===== config.mk =====
export PLATFORM = sky130hd
export DESIGN_NAME = psr_ctrl
export DESIGN_NICKNAME = d
export VERILOG_FILES = /design/src/psr_pkg.sv /design/src/psr_sync.sv /design/src/psr_ctrl.sv
export SDC_FILE = /design/constraint.sdc
export NUM_CORES = 1
export LEC_CHECK = 0
export BUFFER_PORTS_ARGS = -buffer_cell sky130_fd_sc_hd__buf_2
export CAP_MARGIN = 20
export CORE_AREA = 2 2 138 194
export DETAILED_ROUTE_END_ITERATION = 6
export DIE_AREA = 0 0 140 196
export PLACE_DENSITY = 0.68
export SLEW_MARGIN = 20
export SYNTH_ARGS = -nofsm -noshare
export SYNTH_HDL_FRONTEND = slang
export SYNTH_HIERARCHICAL = 1
export SYNTH_SLANG_ARGS = --single-unit

===== constraint.sdc =====
create_clock -name ref_clk -period 3.2 [get_ports ref_clk]
set_input_delay 0.16 -clock ref_clk [delete_from_list [all_inputs] [get_ports ref_clk]]
set_output_delay 0.16 -clock ref_clk [all_outputs]
set_load 0.03 [all_outputs]

===== src/psr_pkg.sv =====
// package for the pseudo-static ram host controller: timing figures and states
// assumes a 100 MHz ref_clk; all device timing is counted in whole clock periods
// Notes on behaviour
// - chip enable low, same upper address, under 1000 ns
// - read address held at least read cycle time
// - page mode: only A0..A2 change, cycle 20 ns
// - continued page read closed within 4 us
// - short write-to-read gap stretches next read access
// - write cycle without address change under 1000 ns
// - write cycle at least pulse plus recovery
// - write pulse from last falling strobe, 40 ns
// - recovery from first rising strobe, minimum zero
// - byte mask setup/hold referenced to enable edges
// - output enable low after 5 ns starts read
// - output enable high before write address valid
// - byte write pulses overlap at least 30 ns
// - write strobe high at least 7.5 ns
// - power-down enable low 10 ns before, 65 after
// - partial exit: chip enable high 1 us
// - chip enable high 12 ns between accesses
package psr_pkg;
    localparam int CLK_PERIOD_PS = 10000;
    localparam int ADDR_W = 21;
    localparam int DATA_W = 16;
    localparam int PAGE_BITS = 3;
    // figures in picoseconds so that 7.5 ns stays exact
    localparam int READ_CYCLE_PS = 65000;
    localparam int PAGE_CYCLE_PS = 20000;
    localparam int WRITE_PULSE_PS = 40000;
    localparam int WRITE_GAP_PS = 12000;
    localparam int WE_HIGH_PS = 7500;
    localparam int CE_HIGH_PS = 12000;
    localparam int PD_SETUP_PS = 10000;
    localparam int PD_HOLD_PS = 65000;
    localparam int CYCLE_MAX_PS = 1000000;
    localparam int PAGE_CLOSE_PS = 4000000;
    localparam int SLEEP_EXIT_US = 300;
    localparam int PART_EXIT_US = 1;
    // minimums round up, maximums round down
    localparam int READ_CYC = (READ_CYCLE_PS + CLK_PERIOD_PS - 1) / CLK_PERIOD_PS;
    localparam int PAGE_CYC = (PAGE_CYCLE_PS + CLK_PERIOD_PS - 1) / CLK_PERIOD_PS;
    localparam int WPULSE_CYC = (WRITE_PULSE_PS + CLK_PERIOD_PS - 1) / CLK_PERIOD_PS;
    localparam int WGAP_CYC = (WRITE_GAP_PS + CLK_PERIOD_PS - 1) / CLK_PERIOD_PS;
    localparam int WEHI_CYC = (WE_HIGH_PS + CLK_PERIOD_PS - 1) / CLK_PERIOD_PS;
    localparam int CEHI_CYC = (CE_HIGH_PS + CLK_PERIOD_PS - 1) / CLK_PERIOD_PS;
    localparam int PDSU_CYC = (PD_SETUP_PS + CLK_PERIOD_PS - 1) / CLK_PERIOD_PS;
    localparam int PDHO_CYC = (PD_HOLD_PS + CLK_PERIOD_PS - 1) / CLK_PERIOD_PS;
    localparam int CMAX_CYC = CYCLE_MAX_PS / CLK_PERIOD_PS;
    localparam int PCLOSE_CYC = PAGE_CLOSE_PS / CLK_PERIOD_PS;
    localparam int SLEEP_EXIT_CYC = SLEEP_EXIT_US * 1000000 / CLK_PERIOD_PS;
    localparam int PART_EXIT_CYC = PART_EXIT_US * 1000000 / CLK_PERIOD_PS;
    localparam int CNT_W = 20;
    localparam logic [1:0] BYTE_RESET = 2'h3;
    typedef enum logic [3:0] {
        PSR_POWERUP, PSR_IDLE, PSR_RD, PSR_PAGE, PSR_WR, PSR_WREC,
        PSR_CE_HIGH, PSR_PD_SETUP, PSR_PD_HOLD, PSR_PD, PSR_EXIT
    } psr_state_t;
endpackage : psr_pkg


===== src/psr_sync.sv =====
// three-stage synchroniser for pin inputs; a change counts when stages two and three agree
// assumes the input is asynchronous to ref_clk
`timescale 1ns/1ns
module psr_sync #(
    parameter int W = 1
) (
    input  wire logic         ref_clk,
    input  wire logic         nrst,
    input  wire logic         clk_en,
    input  wire logic [W-1:0] pin_in,
    output logic      [W-1:0] sync_out
);
    logic [W-1:0] s1_reg;
    logic [W-1:0] s2_reg;
    logic [W-1:0] s3_reg;
    genvar i;
    generate
        for (i = 0; i < W; i++) begin : g_bit
            always_ff @(posedge ref_clk or negedge nrst) begin
                if (!nrst) begin
                    s1_reg[i]   <= 1'b0;
                    s2_reg[i]   <= 1'b0;
                    s3_reg[i]   <= 1'b0;
                    sync_out[i] <= 1'b0;
                end else if (clk_en) begin
                    s1_reg[i] <= pin_in[i];
                    s2_reg[i] <= s1_reg[i];
                    s3_reg[i] <= s2_reg[i];
                    if (s2_reg[i] == s3_reg[i]) begin
                        sync_out[i] <= s3_reg[i];
                    end
                end
            end
        end
    endgenerate
endmodule : psr_sync


===== src/psr_ctrl.sv =====
// host controller for an asynchronous pseudo-static ram: reads, page reads,
// byte-masked writes, power-down entry and exit, power-up hold
// assumes requests come from logic on ref_clk; memory data bus returns asynchronously
`timescale 1ns/1ns
module psr_ctrl (
    input  wire logic                         ref_clk,
    input  wire logic                         nrst,
    input  wire logic                         clk_en,
    input  wire logic                         req_valid,
    input  wire logic                         req_write,
    input  wire logic                         req_page,
    input  wire logic [psr_pkg::ADDR_W-1:0]   req_addr,
    input  wire logic [psr_pkg::DATA_W-1:0]   req_wdata,
    input  wire logic [1:0]                   req_byte_en,
    input  wire logic                         pd_req,
    input  wire logic                         pd_sleep,
    output logic                              req_ready,
    output logic                              rd_valid,
    output logic [psr_pkg::DATA_W-1:0]        rd_data,
    output logic                              pd_active,
    output logic [psr_pkg::ADDR_W-1:0]        mem_addr,
    output logic                              primary_chip_enable_n,
    output logic                              power_down_enable,
    output logic                              mem_oe_n,
    output logic                              mem_we_n,
    output logic                              lower_byte_strobe_n,
    output logic                              upper_byte_strobe_n,
    input  wire logic [psr_pkg::DATA_W-1:0]   mem_dq_in,
    output logic [psr_pkg::DATA_W-1:0]        mem_dq_out,
    output logic                              mem_dq_oe
);
    psr_pkg::psr_state_t state_reg;
    logic [psr_pkg::CNT_W-1:0] cnt_reg;
    logic [psr_pkg::CNT_W-1:0] page_cnt_reg;
    logic [psr_pkg::CNT_W-1:0] gap_cnt_reg;
    logic                      sleep_exit_reg;
    logic [psr_pkg::DATA_W-1:0] dq_sync;
    logic                      page_ok;
    logic                      page_timeout;

    localparam logic [psr_pkg::CNT_W-1:0] C_READ = psr_pkg::CNT_W'(psr_pkg::READ_CYC);
    localparam logic [psr_pkg::CNT_W-1:0] C_PAGE = psr_pkg::CNT_W'(psr_pkg::PAGE_CYC);
    localparam logic [psr_pkg::CNT_W-1:0] C_WPUL = psr_pkg::CNT_W'(psr_pkg::WPULSE_CYC);
    localparam logic [psr_pkg::CNT_W-1:0] C_WGAP = psr_pkg::CNT_W'(psr_pkg::WGAP_CYC);
    localparam logic [psr_pkg::CNT_W-1:0] C_WEHI = psr_pkg::CNT_W'(psr_pkg::WEHI_CYC);
    localparam logic [psr_pkg::CNT_W-1:0] C_CEHI = psr_pkg::CNT_W'(psr_pkg::CEHI_CYC);
    localparam logic [psr_pkg::CNT_W-1:0] C_PDSU = psr_pkg::CNT_W'(psr_pkg::PDSU_CYC);
    localparam logic [psr_pkg::CNT_W-1:0] C_PDHO = psr_pkg::CNT_W'(psr_pkg::PDHO_CYC);
    localparam logic [psr_pkg::CNT_W-1:0] C_PCLS = psr_pkg::CNT_W'(
        (psr_pkg::CMAX_CYC < psr_pkg::PCLOSE_CYC) ? psr_pkg::CMAX_CYC : psr_pkg::PCLOSE_CYC);
    localparam logic [psr_pkg::CNT_W-1:0] C_SLPX = psr_pkg::CNT_W'(psr_pkg::SLEEP_EXIT_CYC);
    localparam logic [psr_pkg::CNT_W-1:0] C_PRTX = psr_pkg::CNT_W'(psr_pkg::PART_EXIT_CYC);

    // read data is caught three flops after the access window closes
    psr_sync #(
        .W (psr_pkg::DATA_W)
    ) u_dq_sync (
        .ref_clk  (ref_clk),
        .nrst     (nrst),
        .clk_en   (clk_en),
        .pin_in   (mem_dq_in),
        .sync_out (dq_sync)
    );

    // page hit: same upper address, only the low bits may move
    assign page_ok = req_valid && !req_write && req_page && !pd_req &&
                     (req_addr[psr_pkg::ADDR_W-1:psr_pkg::PAGE_BITS] ==
                      mem_addr[psr_pkg::ADDR_W-1:psr_pkg::PAGE_BITS]);
    // leave margin for the next page cycle so the page closes in time
    assign page_timeout = (page_cnt_reg + C_PAGE + C_PAGE + 20'h00006) >= C_PCLS;

    // time since write strobe rose, so a following read never sees a short gap
    always_ff @(posedge ref_clk or negedge nrst) begin
        if (!nrst) begin
            gap_cnt_reg <= '0;
        end else if (clk_en) begin
            if (state_reg == psr_pkg::PSR_WR) begin
                gap_cnt_reg <= '0;
            end else if (gap_cnt_reg < C_WGAP) begin
                gap_cnt_reg <= gap_cnt_reg + 20'h00001;
            end
        end
    end

    // page sequence age, restarted when chip enable falls for a read
    always_ff @(posedge ref_clk or negedge nrst) begin
        if (!nrst) begin
            page_cnt_reg <= '0;
        end else if (clk_en) begin
            if (state_reg == psr_pkg::PSR_RD || state_reg == psr_pkg::PSR_PAGE) begin
                page_cnt_reg <= page_cnt_reg + 20'h00001;
            end else begin
                page_cnt_reg <= '0;
            end
        end
    end

    always_ff @(posedge ref_clk or negedge nrst) begin
        if (!nrst) begin
            state_reg             <= psr_pkg::PSR_POWERUP;
            cnt_reg               <= '0;
            sleep_exit_reg        <= 1'b1;
            req_ready             <= 1'b0;
            rd_valid              <= 1'b0;
            rd_data               <= '0;
            pd_active             <= 1'b0;
            mem_addr              <= '0;
            primary_chip_enable_n <= 1'b1;
            power_down_enable     <= 1'b1;
            mem_oe_n              <= 1'b1;
            mem_we_n              <= 1'b1;
            lower_byte_strobe_n   <= 1'b1;
            upper_byte_strobe_n   <= 1'b1;
            mem_dq_out            <= '0;
            mem_dq_oe             <= 1'b0;
        end else if (clk_en) begin
            rd_valid  <= 1'b0;
            req_ready <= 1'b0;
            cnt_reg   <= cnt_reg + 20'h00001;
            case (state_reg)
                psr_pkg::PSR_POWERUP: begin
                    // power-up counts as sleep exit: enable held high 300 us
                    if (cnt_reg >= C_SLPX) begin
                        state_reg <= psr_pkg::PSR_IDLE;
                        req_ready <= 1'b1;
                        cnt_reg   <= '0;
                    end
                end
                psr_pkg::PSR_IDLE: begin
                    req_ready <= 1'b1;
                    if (pd_req) begin
                        req_ready      <= 1'b0;
                        sleep_exit_reg <= pd_sleep;
                        power_down_enable <= 1'b0;
                        state_reg      <= psr_pkg::PSR_PD_SETUP;
                        cnt_reg        <= '0;
                    end else if (req_valid && req_write && gap_cnt_reg >= C_WGAP) begin
                        // oe already high before the address moves
                        req_ready             <= 1'b0;
                        mem_addr              <= req_addr;
                        mem_dq_out            <= req_wdata;
                        mem_dq_oe             <= 1'b1;
                        primary_chip_enable_n <= 1'b0;
                        mem_we_n              <= 1'b0;
                        // masked lanes stay high through the whole pulse
                        lower_byte_strobe_n   <= !req_byte_en[0];
                        upper_byte_strobe_n   <= !req_byte_en[1];
                        state_reg             <= psr_pkg::PSR_WR;
                        cnt_reg               <= '0;
                    end else if (req_valid && !req_write && gap_cnt_reg >= C_WGAP) begin
                        req_ready             <= 1'b0;
                        mem_addr              <= req_addr;
                        primary_chip_enable_n <= 1'b0;
                        mem_oe_n              <= 1'b0;
                        lower_byte_strobe_n   <= 1'b0;
                        upper_byte_strobe_n   <= 1'b0;
                        state_reg             <= psr_pkg::PSR_RD;
                        cnt_reg               <= '0;
                    end else if (req_valid) begin
                        req_ready <= 1'b0;
                    end
                end
                psr_pkg::PSR_RD: begin
                    // read cycle, then three edges for the data synchroniser
                    if (cnt_reg >= C_READ + 20'h00003) begin
                        rd_data  <= dq_sync;
                        rd_valid <= 1'b1;
                        if (page_ok && !page_timeout) begin
                            mem_addr  <= req_addr;
                            req_ready <= 1'b1;
                            state_reg <= psr_pkg::PSR_PAGE;
                        end else begin
                            primary_chip_enable_n <= 1'b1;
                            mem_oe_n              <= 1'b1;
                            lower_byte_strobe_n   <= 1'b1;
                            upper_byte_strobe_n   <= 1'b1;
                            state_reg             <= psr_pkg::PSR_CE_HIGH;
                        end
                        cnt_reg <= '0;
                    end
                end
                psr_pkg::PSR_PAGE: begin
                    // page access, one settled sample, three synchroniser edges
                    if (cnt_reg >= C_PAGE + 20'h00004) begin
                        rd_data  <= dq_sync;
                        rd_valid <= 1'b1;
                        cnt_reg  <= '0;
                        if (page_ok && !page_timeout) begin
                            mem_addr  <= req_addr;
                            req_ready <= 1'b1;
                        end else begin
                            primary_chip_enable_n <= 1'b1;
                            mem_oe_n              <= 1'b1;
                            lower_byte_strobe_n   <= 1'b1;
                            upper_byte_strobe_n   <= 1'b1;
                            state_reg             <= psr_pkg::PSR_CE_HIGH;
                        end
                    end
                end
                psr_pkg::PSR_WR: begin
                    // pulse starts when the last strobe falls, held 70 ns, over the 40 ns minimum
                    // the write cycle also covers the read cycle time
                    if (cnt_reg >= C_WPUL && cnt_reg >= C_READ - C_WEHI) begin
                        // all strobes rise together, recovery starts here
                        primary_chip_enable_n <= 1'b1;
                        mem_we_n              <= 1'b1;
                        lower_byte_strobe_n   <= 1'b1;
                        upper_byte_strobe_n   <= 1'b1;
                        state_reg             <= psr_pkg::PSR_WREC;
                        cnt_reg               <= '0;
                    end
                end
                psr_pkg::PSR_WREC: begin
                    // data held one cycle past the rising strobes; zero hold suffices
                    mem_dq_oe <= 1'b0;
                    state_reg <= psr_pkg::PSR_CE_HIGH;
                    cnt_reg   <= 20'h00001;
                end
                psr_pkg::PSR_CE_HIGH: begin
                    // enable and write strobe both stay high long enough
                    if (cnt_reg + 20'h00001 >= C_CEHI && cnt_reg + 20'h00001 >= C_WEHI) begin
                        state_reg <= psr_pkg::PSR_IDLE;
                        req_ready <= 1'b1;
                        cnt_reg   <= '0;
                    end
                end
                psr_pkg::PSR_PD_SETUP: begin
                    // setup before the entry point, chip enable high all along
                    if (cnt_reg + 20'h00001 >= C_PDSU) begin
                        state_reg <= psr_pkg::PSR_PD_HOLD;
                        cnt_reg   <= '0;
                    end
                end
                psr_pkg::PSR_PD_HOLD: begin
                    if (cnt_reg + 20'h00001 >= C_PDHO) begin
                        pd_active <= 1'b1;
                        state_reg <= psr_pkg::PSR_PD;
                        cnt_reg   <= '0;
                    end
                end
                psr_pkg::PSR_PD: begin
                    if (!pd_req) begin
                        power_down_enable <= 1'b1;
                        state_reg         <= psr_pkg::PSR_EXIT;
                        cnt_reg           <= '0;
                    end
                end
                psr_pkg::PSR_EXIT: begin
                    // sleep needs the long hold, partial modes the short one
                    if ((sleep_exit_reg && cnt_reg + 20'h00001 >= C_SLPX) ||
                        (!sleep_exit_reg && cnt_reg + 20'h00001 >= C_PRTX)) begin
                        pd_active <= 1'b0;
                        req_ready <= 1'b1;
                        state_reg <= psr_pkg::PSR_IDLE;
                        cnt_reg   <= '0;
                    end
                end
                default: begin
                    state_reg <= psr_pkg::PSR_IDLE;
                    cnt_reg   <= '0;
                end
            endcase
        end
    end
endmodule : psr_ctrl


==> impl_metrics.prom <==
# TYPE chip_impl_metric gauge
chip_impl_info{name="post-synth-top-area-cell",value="sky130_fd_sc_hd__dfrtp_1"} 1
chip_impl_metric{name="clockBufferDepth",unit=""} 2
chip_impl_info{name="worstPathCellList",value="buf_4 > nand3_1 > or3_1 > and2_1 > or4_1 > nand3_1 > a2111oi_4 > buf_4 > buf_4 > o41a_1 > a41o_1"} 1
chip_impl_metric{name="setup_viol",unit=""} 0
chip_impl_info{name="tritoncts",value="built"} 1
chip_impl_metric{name="syn_to_final_growth",unit="%"} 22.8
chip_impl_info{name="ys.flop_type",value="sky130_fd_sc_hd__dfrtp_1"} 1
chip_impl_metric{name="chipHeight",unit="um"} 196
chip_impl_metric{name="cts.sinks",unit=""} 192
chip_impl_metric{name="fin_total_pwr",unit="mW"} 8.48
chip_impl_metric{name="routed_wl",unit="um"} 25600
chip_impl_metric{name="routabilityCongestion",unit=""} 0.969
chip_impl_metric{name="number_of_antenna_violations_at_the_first_check_in_global_routing",unit=""} 0
chip_impl_info{name="hp-class",value="input pin to register"} 1
chip_impl_metric{name="synth_area_per_cell",unit="um2"} 10.2
chip_impl_metric{name="dp.final_hpwl",unit="um"} 17800
chip_impl_metric{name="design.portCount",unit=""} 126
chip_impl_metric{name="leakage_power_figure",unit="nW"} 5.46
chip_impl_info{name="timing.critical_path.from_type",value="register"} 1
chip_impl_metric{name="synthesis.yosys.warnings",unit=""} 6
chip_impl_metric{name="floorplan.core_area",unit="mm2"} 0.0258
chip_impl_metric{name="detail_route.vias_per_cell",unit=""} 5.54
chip_impl_metric{name="clock_insertion_delay_worst_skew",unit="ps"} 440
chip_impl_metric{name="placed_cells_incl_taps",unit=""} 1428
chip_impl_metric{name="dr_total_vias",unit=""} 8449
chip_impl_metric{name="final_max_slew_viol_count",unit=""} 0
chip_impl_metric{name="timing.final.ws_setup",unit="ps"} 106
chip_impl_info{name="cts-root-buf",value="sky130_fd_sc_hd__clkbuf_16"} 1
chip_impl_metric{name="synth_nets",unit=""} 1068
chip_impl_metric{name="slew-limit-headroom",unit="%"} 36.4
chip_impl_metric{name="cts_made_buffers",unit=""} 17
chip_impl_metric{name="path_buf_inv",unit=""} 3
chip_impl_metric{name="routed_wire_length_per_instance",unit="um"} 16.8
chip_impl_metric{name="pin_count_of_the_biggest_net_entering_global_routing",unit=""} 100
chip_impl_metric{name="finalInstanceArea",unit="mm2"} 0.0125
chip_impl_metric{name="seq_area_frac_synth",unit="%"} 47.2
chip_impl_metric{name="postSynthCellCount",unit=""} 996
chip_impl_info{name="critical-path-slowest-cell",value="sky130_fd_sc_hd__or4_1"} 1
chip_impl_metric{name="layout_worst_path_cycle_share",unit="%"} 96.7
chip_impl_metric{name="first_global_vias",unit=""} 8469
chip_impl_metric{name="initial_core_util",unit="%"} 39.5
chip_impl_metric{name="required",unit="ps"} 3520
chip_impl_metric{name="synth_largest_type_area_fraction",unit="%"} 45.4
chip_impl_metric{name="fin_worst_skew",unit="ps"} 10.0
chip_impl_metric{name="timing_hold_violations_final",unit=""} 0
chip_impl_metric{name="grt.overflow.total",unit=""} 0
chip_impl_info{name="cp_top_family",value="simple AND/OR/NAND/NOR gates"} 1
chip_impl_metric{name="post-route-min-period",unit="ps"} 3090
chip_impl_info{name="max_flop_register",value="mem_addr"} 1
chip_impl_metric{name="placement_rows",unit=""} 70
chip_impl_metric{name="mappedNetlistArea",unit="mm2"} 0.0102
chip_impl_metric{name="post_route_cells_drive_above_1_share",unit="%"} 27.7
chip_impl_metric{name="multi_input_area",unit="mm2"} 0.00489
chip_impl_metric{name="tightest_slew",unit="ps"} 954
chip_impl_info{name="critPathCaptureType",value="register"} 1
chip_impl_metric{name="residual_drc_count",unit=""} 4
chip_impl_info{name="timing.setup.critical_path_class",value="register to register"} 1
chip_impl_metric{name="synthArstFlopShare",unit="%"} 100
chip_impl_metric{name="maximum_frequency_from_static_timing_analysis",unit="MHz"} 323
chip_impl_info{name="result_of_the_run",value="finished with violations"} 1
chip_impl_metric{name="drt-pass1-iter-count",unit=""} 7
chip_impl_info{name="cpMostUsedCell",value="sky130_fd_sc_hd__buf_4"} 1
chip_impl_metric{name="max-vdd-ir-drop",unit="mV"} 0.552
chip_impl_metric{name="timing.critical_path.slowest_cell_delay",unit="ps"} 520
chip_impl_metric{name="die_width",unit="um"} 140
chip_impl_metric{name="detailedPlace.worstSlack",unit="ps"} 39.2
chip_impl_metric{name="final-seq-area",unit="mm2"} 0.00482
chip_impl_metric{name="drt-initial-drc-count",unit=""} 498
chip_impl_metric{name="worst_setup_hold_path_clk_slew",unit="ps"} 70
chip_impl_metric{name="port-buffer-count",unit=""} 125
chip_impl_metric{name="num-fill-cells",unit=""} 2333
chip_impl_metric{name="arrival",unit="ps"} 3420
chip_impl_metric{name="grt_pass1_wl",unit="um"} 41900
chip_impl_metric{name="antenna_cells",unit=""} 0
chip_impl_metric{name="antenna_left",unit=""} 0
chip_impl_metric{name="synth-edff-count",unit=""} 0
chip_impl_metric{name="layout_net_count",unit=""} 1259
chip_impl_metric{name="max-cap-violations",unit=""} 0
chip_impl_metric{name="cp_max_fo",unit=""} 8
chip_impl_metric{name="grt_use_total",unit="%"} 18.9
chip_impl_metric{name="synth.distinct_cells",unit=""} 83
chip_impl_metric{name="final_cell_count_no_fill",unit=""} 1524
chip_impl_metric{name="placed_cell_area",unit="mm2"} 0.0113
chip_impl_metric{name="die_ar",unit="mm2"} 0.0274
chip_impl_info{name="failed_checks",value="DRC"} 1
chip_impl_metric{name="largest_register_ffs",unit=""} 21
chip_impl_info{name="netlist_top_cells_area",value="sky130_fd_sc_hd__dfrtp_1, sky130_fd_sc_hd__mux2_2, sky130_fd_sc_hd__nor2_1"} 1
chip_impl_metric{name="ctsHtreeMaxLevel",unit=""} 4
chip_impl_metric{name="synth-seq-cells",unit=""} 192
chip_impl_metric{name="p_per_area",unit="mW/mm2"} 677
cell usage in the layout (no fill, tap or decap), types with 5 or more instances in the layout:
| cell | n |
|---|---|
| sky130_fd_sc_hd__mux2_2 | 85 |
| sky130_fd_sc_hd__nor4_1 | 23 |
| sky130_fd_sc_hd__inv_1 | 48 |
| sky130_fd_sc_hd__nand2_1 | 67 |
| sky130_fd_sc_hd__clkbuf_16 | 17 |
| sky130_fd_sc_hd__inv_6 | 5 |
| sky130_fd_sc_hd__o211ai_1 | 11 |
| sky130_fd_sc_hd__or3_1 | 8 |
| sky130_fd_sc_hd__nand3_1 | 23 |
| sky130_fd_sc_hd__and2_1 | 5 |
| sky130_fd_sc_hd__a211oi_1 | 6 |
| sky130_fd_sc_hd__a31oi_1 | 12 |
| sky130_fd_sc_hd__dlygate4sd3_1 | 57 |
| sky130_fd_sc_hd__o21ai_1 | 6 |
| sky130_fd_sc_hd__o2111ai_1 | 8 |
| sky130_fd_sc_hd__o31ai_1 | 8 |
| sky130_fd_sc_hd__buf_2 | 123 |
| sky130_fd_sc_hd__nand4_1 | 21 |
| sky130_fd_sc_hd__o21ai_0 | 54 |
| sky130_fd_sc_hd__o221ai_1 | 12 |
| sky130_fd_sc_hd__nand2b_1 | 23 |
| sky130_fd_sc_hd__or4_1 | 9 |
| sky130_fd_sc_hd__dfrtp_1 | 183 |
| sky130_fd_sc_hd__nor2_1 | 79 |
| sky130_fd_sc_hd__xor2_1 | 5 |
| sky130_fd_sc_hd__a21oi_1 | 43 |
| sky130_fd_sc_hd__ha_1 | 8 |
| sky130_fd_sc_hd__and3_1 | 9 |
| sky130_fd_sc_hd__o2bb2ai_1 | 21 |
| sky130_fd_sc_hd__xnor2_1 | 32 |
| sky130_fd_sc_hd__buf_4 | 50 |
| sky130_fd_sc_hd__a22o_1 | 5 |
| sky130_fd_sc_hd__dfstp_2 | 7 |
| sky130_fd_sc_hd__mux2i_1 | 6 |
| sky130_fd_sc_hd__nor3_1 | 20 |
report_power, final:
group,internal [mW],leakage (nW),switching [mW]
Clock,1.13,0.287,0.968
Combinational,1.15,2.75,1.77
Sequential,3.01,2.42,0.444
worst paths after layout:
check | start | to | slack, ps | depth (start not counted)
worst max-delay path | cnt_reg[1]$_DFFE_PN0P_ | state_reg[1]$_DFFE_PN0P_ | 110 | 11
worst min-delay path | clk_en | page_cnt_reg[1]$_DFFE_PN0P_ | 150 | 3
worst max register to register | cnt_reg[1]$_DFFE_PN0P_ | state_reg[1]$_DFFE_PN0P_ | 110 | 11
worst min register to register | power_down_enable$_DFFE_PN1P_ | power_down_enable$_DFFE_PN1P_ | 490 | 2
max in group asynchronous | nrst | rd_data[13]$_DFFE_PN0P_ | 1940 | 3
min in group asynchronous | nrst | mem_addr[20]$_DFFE_PN0P_ | 350 | 2
Yosys cell counts (all sizes together), types with 9 or more instances:
cell type,count
o2bb2ai,21
ha,9
inv,48
o221ai,13
nor3,22
nand2b,24
nor4,28
o31ai,9
and3,10
nand2,67
or4,9
dfrtp,185
nand3,27
o21ai,61
nand4,22
o2111ai,9
buf,33
nor2,79
o211ai,11
xnor2,32
mux2,89
a31oi,12
a21oi,43
clkbuf,30
cells by family after synthesis:
family | share of synthesized area, %
flip-flops | 47.2
multiplexers | 10.4
AO/OA/AOI/OAI | 16.1
adder cells (fa/ha/maj) | 1.10
AND/OR/NAND/NOR | 16.6
buffers and inverters | 5.45
XOR/XNOR | 3.18
metrics by stage:
step	hold WS [ps]	utilization (%)	TNS, ps
global placement	274	43.7	0
floorplan	-136	-	0
detailed placement	283	43.7	0
global route	163	48.5	-25.7
CTS	134	48.1	0
finish	150	48.5	0
repair_timing:
| item | in CTS | in global routing |
|---|---|---|
| buffers inserted | 0 | 7 |
| endpoints found under the setup margin | 0 | 21 |
| resized for setup | 0 | 11 |
| hold buffers | 57 | 0 |
| endpoints found under the hold margin | 132 | 0 |
metal layers:
metal  part of all wire [%]  track usage (%)
met1                     40             21.3
met2                     51             33.8
met3                    4.5             3.86
met4                    3.9             9.73
met5                      0                0
tightest hold or removal path: cells and delay by family:
family / cells / cell delay [ps]
AO/OA/AOI/OAI: 1 / 110
buffers and inverters: 2 / 270
area by class of cell:
type                       count  share of cell area [%]
clock buffer                  19                    3.61
clock inverter                13                   0.969
inverter                      50                    1.50
multi-input combinational    691                    39.0
sequential                   192                    38.4
tap                          324                    3.24
timing repair buffer         235                    13.2
Note: power is estimated with default switching activity, not from simulation.
